$ cat src/hdl/sbc_regs.svh
// constants of the serial configuration and wake-up block
// What this block does
// - debounced ignition rise wakes, pulls interrupt low
// - after sleep command, ignition needs debounced low
// - wake-up source readable in status word
// - source codes power/switch/ignition/bus, cleared on readout
// - low-power only with bus, watchdog, serial idle
// - scan rise enables source, fall latches switch
// - switch change interrupts only when enabled
// - disabled current source never wakes
// - bus low long enough drops interrupt output
// - bus assessment ends by its maximum time
// - after bus/ignition wake stay in low-power
// - debounced ignition high in low-power interrupts
// - chip select wakes; unchanged config returns low-power
// - no transfer accepted if select falls during logic supply undervoltage
// - polarity/phase 0/0 and 1/1 both work
// - deselected: ignore clock, output high impedance
// - words shift most significant bit first
// - sixteen received bits form configuration word
// - status shows configuration from previous transfer
// - commit only on deselect after sixteen clocks
// - new configuration applied within evaluation gap
// - upper configuration bits, all reset zero
`ifndef SBC_REGS_SVH
`define SBC_REGS_SVH

`define WORD_BITS        16
`define CFG_RESET        16'h0000
`define CFG_BUS_HS       15
`define CFG_TX_TO_DIS    14
`define CFG_REF_MUL      13
`define CFG_BUS_EN       12
`define CFG_SLEEP        11
`define CFG_DIV_OUT_EN   10
`define CFG_DIV_SRC      9
`define CFG_SW_PROG      8
`define CFG_SW_ADDR_HI   7
`define CFG_SW_ADDR_LO   5
`define CFG_SW_SRC_EN    4
`define CFG_SW_INT_CTRL  2
`define CFG_SW_IRQ_EN    1
`define CFG_WD_DIS       0

`define CLK_PERIOD_NS        10
`define WAKE_DEBOUNCE_NS     100000
`define BUS_WAKE_NS          80000
`define BUS_DETECT_MAX_NS    150000
`define EVAL_GAP_NS          1000
`define WAKE_DEBOUNCE_CYCLES ((`WAKE_DEBOUNCE_NS + `CLK_PERIOD_NS - 1) / `CLK_PERIOD_NS)
`define BUS_WAKE_CYCLES      ((`BUS_WAKE_NS + `CLK_PERIOD_NS - 1) / `CLK_PERIOD_NS)
`define BUS_DETECT_CYCLES    (`BUS_DETECT_MAX_NS / `CLK_PERIOD_NS)
`define EVAL_GAP_CYCLES      (`EVAL_GAP_NS / `CLK_PERIOD_NS)

`endif

$ cat src/hdl/sbc_types_pkg.sv
// types shared by the serial configuration and wake-up block
package sbc_types_pkg;
	typedef enum logic [1:0] {
		MODE_ACTIVE    = 2'b00,
		MODE_LOW_POWER = 2'b01,
		MODE_SLEEP     = 2'b10
	} mode_e;
	typedef enum logic [1:0] {
		IRQ_POWER    = 2'b00,
		IRQ_SWITCH   = 2'b01,
		IRQ_IGNITION = 2'b10,
		IRQ_BUS      = 2'b11
	} irq_src_e;
endpackage

$ cat src/hdl/sbc_spi_wakeup_control.sv
// serial configuration port, status word and wake-up detection
`timescale 1ns/1ns
`include "sbc_regs.svh"
module sbc_spi_wakeup_control #(
	parameter int SWITCHES          = 8,
	parameter int DEBOUNCE_CYCLES   = `WAKE_DEBOUNCE_CYCLES,
	parameter int BUS_WAKE_CYCLES   = `BUS_WAKE_CYCLES,
	parameter int DETECT_MAX_CYCLES = `BUS_DETECT_CYCLES
) (
	input  wire logic                  mclk,
	input  wire logic                  rstn,
	input  wire logic                  chip_select_n,
	input  wire logic                  spi_sck,
	input  wire logic                  spi_mosi,
	output logic                       spi_miso,
	output logic                       spi_miso_oe_n,
	input  wire logic                  ignition_wake_input,
	input  wire logic                  bus_rx,
	input  wire logic                  vs_undervoltage,
	input  wire logic                  vcc_undervoltage,
	input  wire logic [SWITCHES-1:0]   switch_scan_pin,
	input  wire logic [SWITCHES-1:0]   switch_input_pin,
	input  wire logic [2:0]            overtemp_flags,
	input  wire logic [3:0]            monitor_flags,
	output logic                       interrupt_out_n,
	output logic [`WORD_BITS-1:0]      configuration_word,
	output logic                       mode_low_power,
	output logic                       mode_sleep,
	output logic                       bus_receiver_on,
	output logic [SWITCHES-1:0]        switch_source_on,
	output logic [SWITCHES-1:0]        switch_irq_enable
);
	// ------------------------------------------------------------
	// pin synchronisers
	// ------------------------------------------------------------
	localparam int SW = 7 + 2 * SWITCHES;
	localparam int AW = $clog2(DETECT_MAX_CYCLES + 1);
	localparam logic [AW-1:0] DETECT_LAST = AW'(DETECT_MAX_CYCLES - 1);
	localparam logic [4:0] WORD_DONE = 5'h10;
	localparam int EVAL_CYC = `EVAL_GAP_CYCLES;

	logic [SW-1:0] sync1;
	logic [SW-1:0] sync2;
	wire  [SW-1:0] pin_in = {switch_input_pin, switch_scan_pin, vcc_undervoltage,
	                         vs_undervoltage, bus_rx, ignition_wake_input, spi_mosi,
	                         spi_sck, chip_select_n};

	always_ff @(posedge mclk)
	begin
		if (!rstn)
		begin
			// idle pin levels, so no false edge follows reset
			sync1 <= {{(2 * SWITCHES){1'b0}}, 7'h11};
			sync2 <= {{(2 * SWITCHES){1'b0}}, 7'h11};
		end
		else
		begin
			sync1 <= pin_in;
			sync2 <= sync1;
		end
	end

	wire                cs_s     = sync2[0];
	wire                sck_s    = sync2[1];
	wire                mosi_s   = sync2[2];
	wire                ignition_wake_input_s   = sync2[3];
	wire                bus_s    = sync2[4];
	wire                vs_uv_s  = sync2[5];
	wire                vcc_uv_s = sync2[6];
	wire [SWITCHES-1:0] scan_s   = sync2[7 +: SWITCHES];
	wire [SWITCHES-1:0] comp_s   = sync2[7 + SWITCHES +: SWITCHES];

	// ------------------------------------------------------------
	// edges of the sampled pins
	// ------------------------------------------------------------
	logic               cs_q;
	logic               sck_q;
	logic               vs_uv_q;
	logic [SWITCHES-1:0] scan_q;

	always_ff @(posedge mclk)
	begin
		if (!rstn)
		begin
			cs_q    <= 1'b1;
			sck_q   <= 1'b0;
			vs_uv_q <= 1'b0;
			scan_q  <= '0;
		end
		else
		begin
			cs_q    <= cs_s;
			sck_q   <= sck_s;
			vs_uv_q <= vs_uv_s;
			scan_q  <= scan_s;
		end
	end

	wire cs_fell  = cs_q && !cs_s;
	wire cs_rose  = !cs_q && cs_s;
	wire sck_rise = sck_s && !sck_q;
	wire sck_fall = !sck_s && sck_q;

	// ------------------------------------------------------------
	// mode, configuration and status state
	// ------------------------------------------------------------
	sbc_types_pkg::mode_e    mode;
	sbc_types_pkg::mode_e    next_mode;
	sbc_types_pkg::irq_src_e irq_src;
	logic [`WORD_BITS-1:0]   cfg;
	logic [`WORD_BITS-1:0]   rx_shift;
	logic [`WORD_BITS-1:0]   status_snap;
	logic [4:0]              bit_cnt;
	logic                    accepted;
	logic                    miso_q;
	logic                    ignition_wake_input_armed;
	logic                    assess_done;
	logic [AW-1:0]           assess_cnt;
	logic [SWITCHES-1:0]     src_en;
	logic [SWITCHES-1:0]     int_ctrl;
	logic [SWITCHES-1:0]     irq_en;
	logic [SWITCHES-1:0]     sw_state;
	logic [SWITCHES-1:0]     sw_event;

	// ------------------------------------------------------------
	// serial engine: sample on rising, shift on falling sck
	// ------------------------------------------------------------
	wire next_accept = (mode != sbc_types_pkg::MODE_SLEEP) && !vcc_uv_s;
	wire xfer_on     = accepted && !cs_s;
	wire bit_room    = (bit_cnt != WORD_DONE);
	wire commit      = cs_rose && accepted && (bit_cnt == WORD_DONE);
	wire [3:0] out_idx = 4'hF - bit_cnt[3:0];

	wire [3:0] diag_hi = cfg[`CFG_DIV_OUT_EN] ? monitor_flags : {overtemp_flags, ignition_wake_input_s};
	wire [`WORD_BITS-1:0] status_word = {diag_hi, ~cfg[`CFG_WD_DIS], vs_uv_s,
	                                     irq_src, sw_state};

	always_ff @(posedge mclk)
	begin
		if (!rstn)
		begin
			accepted    <= 1'b0;
			bit_cnt     <= 5'h00;
			rx_shift    <= `CFG_RESET;
			status_snap <= 16'h0000;
			miso_q      <= 1'b0;
		end
		else if (cs_fell)
		begin
			accepted    <= next_accept;
			bit_cnt     <= 5'h00;
			status_snap <= status_word;
			miso_q      <= status_word[15];
		end
		else if (cs_rose)
			accepted <= 1'b0;
		else if (xfer_on && bit_room)
		begin
			if (sck_rise)
			begin
				rx_shift <= {rx_shift[14:0], mosi_s};
				bit_cnt  <= bit_cnt + 5'h01;
			end
			else if (sck_fall)
				miso_q <= status_snap[out_idx];
		end
	end

	assign spi_miso      = miso_q;
	assign spi_miso_oe_n = !xfer_on;

	// ------------------------------------------------------------
	// ignition input: debounced rise, disarm on sleep command, re-arm after debounced low
	// ------------------------------------------------------------
	logic ignition_wake_input_fire;
	logic ignition_wake_input_low_held;

	wake_debounce #(.CYCLES(DEBOUNCE_CYCLES)) ignition_wake_input_high_deb (
		.mclk  (mclk),
		.rstn  (rstn),
		.level (ignition_wake_input_s),
		.run   (1'b1),
		.fired (ignition_wake_input_fire),
		.held  ()
	);

	wake_debounce #(.CYCLES(DEBOUNCE_CYCLES)) ignition_wake_input_low_deb (
		.mclk  (mclk),
		.rstn  (rstn),
		.level (!ignition_wake_input_s),
		.run   (1'b1),
		.fired (),
		.held  (ignition_wake_input_low_held)
	);

	wire sleep_cmd = commit && rx_shift[`CFG_SLEEP];
	wire ignition_wake_input_wake = ignition_wake_input_fire && ignition_wake_input_armed;

	always_ff @(posedge mclk)
	begin
		if (!rstn)
			ignition_wake_input_armed <= 1'b1;
		else if (sleep_cmd && ignition_wake_input_s)
			ignition_wake_input_armed <= 1'b0;
		else if (ignition_wake_input_low_held)
			ignition_wake_input_armed <= 1'b1;
	end

	// ------------------------------------------------------------
	// bus wake-up assessment while the transceiver is off
	// ------------------------------------------------------------
	logic bus_fire;
	wire  bus_watch = (mode != sbc_types_pkg::MODE_ACTIVE) && !cfg[`CFG_BUS_EN];
	wire  assessing = bus_watch && !bus_s && !assess_done;

	wake_debounce #(.CYCLES(BUS_WAKE_CYCLES)) bus_low_deb (
		.mclk  (mclk),
		.rstn  (rstn),
		.level (!bus_s),
		.run   (assessing),
		.fired (bus_fire),
		.held  ()
	);

	// a stuck-low bus must not keep the receiver powered
	always_ff @(posedge mclk)
	begin
		if (!rstn || !assessing)
			assess_cnt <= '0;
		else
			assess_cnt <= assess_cnt + 1'b1;
	end

	always_ff @(posedge mclk)
	begin
		if (!rstn || !bus_watch || bus_s)
			assess_done <= 1'b0;
		else if (bus_fire || (assessing && assess_cnt == DETECT_LAST))
			assess_done <= 1'b1;
	end

	assign bus_receiver_on = assessing;

	// ------------------------------------------------------------
	// switch inputs, one slice per channel
	// ------------------------------------------------------------
	wire [2:0] prog_idx = rx_shift[`CFG_SW_ADDR_HI:`CFG_SW_ADDR_LO];
	wire       prog_now = commit && rx_shift[`CFG_SW_PROG];

	genvar i;
	generate
		for (i = 0; i < SWITCHES; i++)
		begin : g_switch
			wire hit      = prog_now && (prog_idx == 3'(i));
			wire scan_end = scan_q[i] && !scan_s[i];
			wire ext_on   = src_en[i] && !int_ctrl[i];
			assign switch_source_on[i] = src_en[i] && (int_ctrl[i] || scan_s[i]);
			assign sw_event[i] = scan_end && ext_on && irq_en[i]
			                     && (comp_s[i] != sw_state[i]);
			always_ff @(posedge mclk)
			begin
				if (!rstn)
				begin
					src_en[i]   <= 1'b0;
					int_ctrl[i] <= 1'b0;
					irq_en[i]   <= 1'b0;
				end
				else if (hit)
				begin
					src_en[i]   <= rx_shift[`CFG_SW_SRC_EN];
					int_ctrl[i] <= rx_shift[`CFG_SW_INT_CTRL];
					irq_en[i]   <= rx_shift[`CFG_SW_IRQ_EN];
				end
			end
			always_ff @(posedge mclk)
			begin
				if (!rstn)
					sw_state[i] <= 1'b0;
				else if ((scan_end && ext_on) || (src_en[i] && int_ctrl[i]))
					sw_state[i] <= comp_s[i];
			end

		end
	endgenerate

	assign switch_irq_enable = irq_en;

	// ------------------------------------------------------------
	// operating mode
	// ------------------------------------------------------------
	wire lp_ok      = !cfg[`CFG_BUS_EN] && cfg[`CFG_WD_DIS] && !cfg[`CFG_SLEEP] && cs_s;
	wire sleep_wake = (mode == sbc_types_pkg::MODE_SLEEP) && (ignition_wake_input_wake || bus_fire);

	always_comb
	begin
		next_mode = mode;
		case (mode)
			sbc_types_pkg::MODE_ACTIVE:
				if (sleep_cmd)
					next_mode = sbc_types_pkg::MODE_SLEEP;
				else if (lp_ok)
					next_mode = sbc_types_pkg::MODE_LOW_POWER;
			sbc_types_pkg::MODE_LOW_POWER:
				if (!lp_ok)
					next_mode = sbc_types_pkg::MODE_ACTIVE;
			sbc_types_pkg::MODE_SLEEP:
				if (sleep_wake)
					next_mode = sbc_types_pkg::MODE_ACTIVE;
			default:
				next_mode = sbc_types_pkg::MODE_ACTIVE;
		endcase
	end

	always_ff @(posedge mclk)
	begin
		if (!rstn)
			mode <= sbc_types_pkg::MODE_ACTIVE;
		else
			mode <= next_mode;
	end

	// the sleep request drops on wake so the part does not fall straight back
	always_ff @(posedge mclk)
	begin
		if (!rstn)
			cfg <= `CFG_RESET;
		else if (commit)
			cfg <= rx_shift;
		else if (sleep_wake)
			cfg[`CFG_SLEEP] <= 1'b0;
	end

	assign configuration_word = cfg;
	assign mode_low_power     = (mode == sbc_types_pkg::MODE_LOW_POWER);
	assign mode_sleep         = (mode == sbc_types_pkg::MODE_SLEEP);

	// ------------------------------------------------------------
	// interrupt source and output; a new event beats the readout clear
	// ------------------------------------------------------------
	wire power_event = vs_uv_s && !vs_uv_q && (mode != sbc_types_pkg::MODE_SLEEP);
	wire event_any   = bus_fire || ignition_wake_input_wake || (|sw_event) || power_event;

	sbc_types_pkg::irq_src_e event_src;
	assign event_src = bus_fire  ? sbc_types_pkg::IRQ_BUS :
	                   ignition_wake_input_wake ? sbc_types_pkg::IRQ_IGNITION :
	                   (|sw_event) ? sbc_types_pkg::IRQ_SWITCH :
	                   sbc_types_pkg::IRQ_POWER;

	always_ff @(posedge mclk)
	begin
		if (!rstn)
		begin
			irq_src         <= sbc_types_pkg::IRQ_POWER;
			interrupt_out_n <= 1'b1;
		end
		else if (event_any)
		begin
			irq_src         <= event_src;
			interrupt_out_n <= 1'b0;
		end
		else if (commit)
		begin
			irq_src         <= sbc_types_pkg::IRQ_POWER;
			interrupt_out_n <= 1'b1;
		end
	end
endmodule

$ cat src/hdl/wake_debounce.sv
// level debouncer: fires once a level has stood for a set number of cycles
`timescale 1ns/1ns
module wake_debounce #(
	parameter int CYCLES = 16
) (
	input  wire logic mclk,
	input  wire logic rstn,
	input  wire logic level,
	input  wire logic run,
	output logic      fired,
	output logic      held
);
	localparam int CW = $clog2(CYCLES + 1);
	localparam logic [CW-1:0] LAST = CW'(CYCLES - 1);
	localparam logic [CW-1:0] FULL = CW'(CYCLES);

	logic [CW-1:0] cnt;
	wire           counting = level && run;

	assign fired = counting && (cnt == LAST);
	assign held  = counting && (cnt == FULL);

	always_ff @(posedge mclk)
	begin
		if (!rstn || !counting)
			cnt <= '0;
		else if (cnt != FULL)
			cnt <= cnt + 1'b1;
	end
endmodule

$ cat config.mk
export PLATFORM = sky130hd
export DESIGN_NAME = sbc_spi_wakeup_control
export DESIGN_NICKNAME = d
export VERILOG_FILES = /design/src/hdl/sbc_types_pkg.sv /design/src/hdl/sbc_spi_wakeup_control.sv /design/src/hdl/wake_debounce.sv
export VERILOG_INCLUDE_DIRS = /design/src /design/src/hdl
export SDC_FILE = /design/constraint.sdc
export NUM_CORES = 1
export LEC_CHECK = 0
export BUFFER_PORTS_ARGS = -buffer_cell sky130_fd_sc_hd__clkbuf_2
export CAP_MARGIN = 20
export CELL_PAD_IN_SITES_DETAIL_PLACEMENT = 1
export CELL_PAD_IN_SITES_GLOBAL_PLACEMENT = 2
export CORE_UTILIZATION = 38
export DETAILED_ROUTE_END_ITERATION = 6
export GPL_ROUTABILITY_DRIVEN = 0
export PLACE_DENSITY_LB_ADDON = 0.2
export SETUP_SLACK_MARGIN = 0.1
export SLEW_MARGIN = 20
export SYNTH_ARGS = -nofsm -noshare
export SYNTH_HDL_FRONTEND = slang
export SYNTH_SLANG_ARGS = --single-unit
$ cat constraint.sdc
create_clock -name mclk -period 2.6 [get_ports mclk]
set_input_delay 0.39 -clock mclk [delete_from_list [all_inputs] [get_ports mclk]]
set_output_delay 0.39 -clock mclk [all_outputs]
set_load 0.05 [all_outputs]
==> results.sh, run 1 <==
export IMPL_status="finished clean"
export IMPL_route_met3_wl_um=878
export IMPL_hold_viol=0
export IMPL_stdcell_count=1204
export IMPL_irDropWorstVdd_uv=342
export IMPL_reg2reg_depth=7
export IMPL_drtPass1Iterations=6
export IMPL_maxSlewViolCount=0
export IMPL_final_cell_mix="dfxtp_1, nor2_1, clkbuf_2"
export IMPL_synth_edf_count=0
export IMPL_ctsHoldBuffers=0
export IMPL_synthToLayoutAreaGrowth_pct=17.4
export IMPL_synth_cell_type_count=47
export IMPL_min_from="bus_rx"
export IMPL_finalPower_uw=6840
export IMPL_hold_path_endpoint="sync1[4]$_SDFF_PN1_"
export IMPL_antenna_found_initial=0
export IMPL_overflow=0
export IMPL_setup_tns_final_ns=0
export IMPL_die_width_um=148
export IMPL_clkSinkCount=206
export IMPL_cts_setup_buffers=0
export IMPL_drc=0
export IMPL_final_antenna_net_count=0
export IMPL_clk_latency_ns=0.51
export IMPL_nNetsFinal=956
export IMPL_leakagePower_uw=0.00387
export IMPL_crit_fanout=5
export IMPL_core_area_um2=21000
export IMPL_grt_pass1_wl_mm=32.1
export IMPL_muxShareOfSynthArea_pct=9.51
export IMPL_dieArea_um2=22000
export IMPL_synthXorXnorAreaFrac_pct=5.92
export IMPL_synth_top_family_by_area="simple AND/OR/NAND/NOR gates"
export IMPL_yosys_area_top_type="dfxtp_1"
export IMPL_skew_ns=0.0169
export IMPL_synthArstFlopShare_pct=0
export IMPL_io_buffers=69
export IMPL_clockRootBuffer="clkbuf_16"
export IMPL_synthAdderAreaFrac_pct=1.85
export IMPL_die_height_um=148
export IMPL_ys_seq_elements=206
export IMPL_placed_cells=1162
export IMPL_wl_per_cell_um=16.2
export IMPL_met1_length_mm=9.10
export IMPL_syn_area_um2=8130
export IMPL_worstSetupStartpointType="register"
export IMPL_drive_above_1_share_pct=14.1
export IMPL_worstSetupPathType="register to output pin"
export IMPL_dr_wl_met2_mm=9.18
export IMPL_clk_path_buf_depth=3
export IMPL_layout_commonest_cell="dfxtp_1"
export IMPL_synth_compound_area_share_pct=4.65
export IMPL_cts_clk_slew_worst_paths_ns=0.06
export IMPL_powerDensity_nw_per_um2=717
export IMPL_yosysWarnings=0
export IMPL_tightest_slew_ns=0.589
export IMPL_drt_initial_drc_count=197
export IMPL_numCtsBuffers=23
export IMPL_fp_row_count=53
export IMPL_vias_per_cell=5.01
export IMPL_slew_headroom_pct=60.7
export IMPL_timing_rr_end="src_en[2]$_SDFFE_PN0P_"
export IMPL_postCtsResizedCells=0
export IMPL_ys_flop_type="dfxtp_1"
export IMPL_hpwl_mm=13.9
export IMPL_grtUsageTotal_pct=18.2
export IMPL_ios=70
export IMPL_synth_cells=845
export IMPL_fin_crit_ns=2.20
export IMPL_vias=6028
export IMPL_setup_viol=0
export IMPL_yosysTopAreaCellShare_pct=50.7
export IMPL_worstReg2RegStart="bit_cnt[1]$_SDFFE_PP0P_"
export IMPL_grt_max_degree=62
export IMPL_rsz0062_at_grt="false"
export IMPL_drv_cap=0
export IMPL_h_tree_depth=1
export IMPL_start_util_pct=38.7
export IMPL_crit_arrival_ns=1.81
export IMPL_hold_path_class="input port to register"
export IMPL_antenna_cells=0
export IMPL_whs_path_depth=2
export IMPL_synthSimpleGateAreaFrac_pct=24.7
export IMPL_cts_tree="done"
export IMPL_critPathRequiredTime_ns=2.21
export IMPL_crit_path_end_kind="output pin"
export IMPL_fmax_ghz=0.455
export IMPL_avgSynthCellArea_um2=9.63
export IMPL_rrSetupSlack_ns=0.47
export IMPL_top_layer="met4"
export IMPL_synth_area_leaders="dfxtp_1, mux2i_1, nor2_1, and2_1, xor2_1"
export IMPL_yosysSeqAreaShare_pct=50.7
export IMPL_syn_nets=889
export IMPL_grt_pass1_vias=6264
export IMPL_fin_crit_sh_pct=84.5
export IMPL_finalWirelength_mm=19.5
-- worst max-delay path by stage --
stage                                              startpoint                                      to  cells after the start  slack (ns)
after floorplan           configuration_word[12]$_SDFFE_PN0N_            interrupt_out_n$_SDFFE_PN1P_                      3        0.21
after global placement                bit_cnt[1]$_SDFFE_PP0P_  ignition_wake_input_armed$_SDFFE_PN1P_                      8        0.58
after detailed placement              bit_cnt[1]$_SDFFE_PP0P_                  src_en[2]$_SDFFE_PN0P_                      7        0.48
after CTS                 configuration_word[12]$_SDFFE_PN0N_                         bus_receiver_on                      2        0.34
after global routing                     mode[1]$_SDFFE_PN0P_                         bus_receiver_on                      3        0.25
final                     configuration_word[12]$_SDFFE_PN0N_                         bus_receiver_on                      2        0.40
-- Yosys cell counts (11+ instances only) --
| cell | count |
|---|---|
| nand2b_1 | 11 |
| dfxtp_1 | 206 |
| nand4_1 | 23 |
| ha_1 | 12 |
| nor2b_1 | 18 |
| and2_1 | 54 |
| nor2_1 | 137 |
| o21ai_0 | 15 |
| nand3_1 | 27 |
| xnor2_1 | 24 |
| mux2i_1 | 66 |
| a21oi_1 | 30 |
| inv_1 | 15 |
| nand2_1 | 57 |
| clkbuf_1 | 21 |
| xor2_1 | 31 |
-- through the flow --
step	hold WS, ns	cell area, um^2	utilization (%)	worst slack [ns]
after floorplan	0.386	8140	-	0.205
after global placement	0.393	8730	41.6	0.581
after detailed placement	0.398	8730	41.6	0.478
after CTS	0.0383	9550	45.4	0.342
after global routing	0.0504	9550	45.4	0.247
final	0.0590	9550	45.4	0.404
-- per-layer routing --
metal	track usage (%)	vias to the layer above
met5	0	-
met4	5.21	0
met3	3.47	25
met2	30.3	85
met1	23.9	2930
li1	-	2988
-- worst max-delay path, cell delays in order (launching register included) --
cell and delay (ns):
dfxtp_1 0.41, nor4_2 0.52, clkbuf_2 0.37
-- registers in the layout, summed over array words and instances (netlist names), 2 cells and up --
name                              count
configuration_word                   16
assess_cnt                           14
sync2                                23
status_snap                          16
switch_irq_enable                     8
bus_low_deb.cnt                      13
sync1                                23
src_en                                8
bit_cnt                               5
status_word                           8
rx_shift                             16
mode                                  2
int_ctrl                              8
ignition_wake_input_low_deb.cnt      14
irq_src                               2
ignition_wake_input_high_deb.cnt     14
scan_q                                8
-- where the power goes --
part           internal, uW  switching, uW  total, uW  leakage (uW)
sequential             3200           26.7       3230       0.00167
combinational          63.9           95.2        159       0.00180
clock                  2170           1280       3450      0.000402
-- logic make-up (layout without fill, tap and decap cells) --
kind of cell / count (synthesis) / in the layout
and+or+nand+nor: 385 / 385
xor gates and xnor gates: 55 / 55
adders and majority gates: 12 / 12
AOI/OAI and AO/OA: 64 / 64
muxes: 72 / 72
buffers and inverters: 51 / 135
DFF: 206 / 206
-- area by class of cell --
class | instances | area (um^2)
fillers | 2375 | 11500
flip-flops and latches | 206 | 4120
multi-input cells | 588 | 3800
clock buffers | 33 | 663
repair buffers | 78 | 413
well taps | 275 | 344
clock inverters | 9 | 149
inverters | 15 | 56.3
No activity file was read; power rests on OpenSTA's default activity.
==> inputs of run 2 (changes only) <==
ABC_AREA = 1   (was unset)
CORE_UTILIZATION = 31   (was 38)
clock period = 1.8 ns   (was 2.6 ns; I/O delays follow)
==> results.sh, run 2 <==
export IMPL_syn_nets=1135
export IMPL_hold_viol=0
export IMPL_grtUsageTotal_pct=16.9
export IMPL_status="finished clean"
export IMPL_yosysWarnings=0
export IMPL_crit_fanout=4
export IMPL_top_layer="met4"
export IMPL_cts_tree="done"
export IMPL_worstSetupPathType="register to output pin"
export IMPL_synth_area_leaders="dfxtp_1, nand2_1, inv_1, a21oi_1, nor2_1"
export IMPL_skew_ns=0.0204
export IMPL_route_met3_wl_um=751
export IMPL_fp_row_count=59
export IMPL_crit_path_end_kind="output pin"
export IMPL_hpwl_mm=16.0
export IMPL_rsz0062_at_grt="true"
export IMPL_multi_input_area_um2=3500
export IMPL_nNetsFinal=1265
export IMPL_vias=7229
export IMPL_crit_arrival_ns=1.37
export IMPL_stdcell_area_um2=10400
export IMPL_antenna_found_initial=0
export IMPL_vias_per_cell=4.60
export IMPL_ys_flop_type="dfxtp_1"
export IMPL_io_buffers=69
export IMPL_die_height_um=165
export IMPL_wl_per_cell_um=14.3
export IMPL_slew_headroom_pct=64.3
export IMPL_dieArea_um2=27200
export IMPL_finalPower_uw=9790
export IMPL_p_int_uw=7600
export IMPL_synthToLayoutAreaGrowth_pct=26.6
export IMPL_grt_max_degree=74
export IMPL_syn_area_um2=8230
export IMPL_yosysTopAreaCellShare_pct=50.1
export IMPL_critPathRequiredTime_ns=1.53
export IMPL_antenna_cells=0
export IMPL_final_cell_mix="nand2_1, dfxtp_1, inv_1"
export IMPL_setup_viol=0
export IMPL_ios=70
export IMPL_die_width_um=165
export IMPL_sequentialPowerShare_pct=47.7
export IMPL_numCtsBuffers=25
export IMPL_finalWirelength_mm=22.5
export IMPL_setup_tns_final_ns=0
export IMPL_synthArstFlopShare_pct=0
export IMPL_combPwrFrac_pct=3.2
export IMPL_placed_cell_area_um2=9130
export IMPL_p_clk_share_pct=49.2
export IMPL_irDropWorstVdd_uv=668
export IMPL_avgSynthCellArea_um2=7.55
export IMPL_tightest_slew_ns=0.535
export IMPL_synth_edf_count=0
export IMPL_leakagePower_uw=0.00434
export IMPL_yosysSeqAreaShare_pct=50.1
export IMPL_synth_cell_type_count=40
export IMPL_clk_latency_ns=0.53
export IMPL_ys_seq_elements=206
export IMPL_reg_top3="sync1 x23, sync2 x23"
export IMPL_drc=0
export IMPL_fin_crit_ns=1.64
export IMPL_fin_crit_sh_pct=90.9
export IMPL_grt_pass1_vias=7147
export IMPL_grt_pass1_wl_mm=36.7
export IMPL_met1_length_mm=11.5
export IMPL_fmax_ghz=0.611
export IMPL_drv_cap=0
export IMPL_drtPass1Iterations=4
export IMPL_synth_cells=1091
export IMPL_clk_path_buf_depth=3
export IMPL_fill_cells=3164
export IMPL_dr_wl_met2_mm=9.87
export IMPL_overflow=0
export IMPL_h_tree_depth=1
export IMPL_yosys_area_top_type="dfxtp_1"
export IMPL_p_switching_uw=2190
export IMPL_worstSetupStartpointType="register"
export IMPL_drt_initial_drc_count=245
export IMPL_hold_path_class="input port to register"
export IMPL_maxSlewViolCount=0
export IMPL_yosys_top_cells_count="dfxtp_1, nand2_1, inv_1"
export IMPL_seq_area_um2=4130
export IMPL_clkSinkCount=206
export IMPL_core_area_um2=26100
export IMPL_clockRootBuffer="clkbuf_16"
export IMPL_drive_above_1_share_pct=16.5
export IMPL_start_util_pct=31.6
export IMPL_powerDensity_nw_per_um2=940
export IMPL_cts_clk_slew_worst_paths_ns=0.06
export IMPL_p_sw_share_pct=22.3
export IMPL_final_antenna_net_count=0
-- run 2: layer usage --
| metal | up-vias | global-route usage (%) |
|---|---|---|
| met5 | - | 0 |
| met4 | 0 | 3.88 |
| met3 | 28 | 2.71 |
| met2 | 76 | 26.9 |
| li1 | 3757 | - |
| met1 | 3368 | 24.0 |
-- run 2: kinds of logic (layout without fill, tap and decap cells) --
family	count (synthesis)	in the layout	synth area share, %
XOR/XNOR	6	6	0.638
adder cells (fa/ha/maj)	12	12	1.82
AND/OR/NAND/NOR	432	432	22.8
buffers and inverters	201	347	9.27
AO/OA/AOI/OAI	234	234	15.3
flip-flops	206	206	50.1
-- run 2: power by group through the flow --
stage / combinational [uW] / clock, uW / sequential [uW]
floorplan: 157 / 0 / 4760
global placement: 267 / 0 / 4760
detailed placement: 272 / 0 / 4760
CTS: 313 / 4970 / 4660
global route: 355 / 5150 / 4670
finish: 311 / 4810 / 4670
-- run 2: area by class of cell --
cell class,count,area share [%]
clock inverter,11,0.876
multi-input combinational,684,33.6
inverter,173,6.26
clock buffer,32,6.64
timing repair buffer,131,9.00
tap,335,4.02
sequential,206,39.6
-- run 2: metrics by stage --
stage,hold WS [ns],cells,worst slack [ns],utilization [%]
2_1_floorplan,0.368,1091,0.118,-
3_3_place_gp,0.392,1496,0.188,35.0
3_5_place_dp,0.402,1496,0.0745,35.0
4_1_cts,0.0115,1564,0.0886,39.2
5_1_grt,0.0498,1572,0.0767,40.0
6_report,0.0335,1572,0.164,40.0
-- run 2: path summary, 6_finish.rpt --
| path | startpoint | endpoint | slack [ns] | depth (start not counted) |
|---|---|---|---|---|
| min reg2reg | sync1[13]$_SDFF_PN0_ | sync2[13]$_SDFF_PN0_ | 0.41 | 2 |
| min | overtemp_flags[0] | status_snap[13]$_SDFFE_PN0P_ | 0.03 | 3 |
| max reg2reg | bit_cnt[1]$_SDFFE_PP0P_ | int_ctrl[2]$_SDFFE_PN0P_ | 0.20 | 8 |
| max | int_ctrl[2]$_SDFFE_PN0P_ | switch_source_on[2] | 0.16 | 3 |
-- run 2: repair_timing --
item                                    in CTS  in global routing
buffers inserted                             2                  8
hold endpoints to repair                    23                  0
hold buffers                                23                  0
endpoints found under the setup margin      21                 63
pin swaps                                    1                  9
resized for setup                           19                 48
-- run 2: worst max-delay path, stage by stage, from the launching register on --
cell and delay, ns:
dfxtp_1 0.39, nor2_1 0.07, nor2_1 0.13, clkbuf_4 0.26
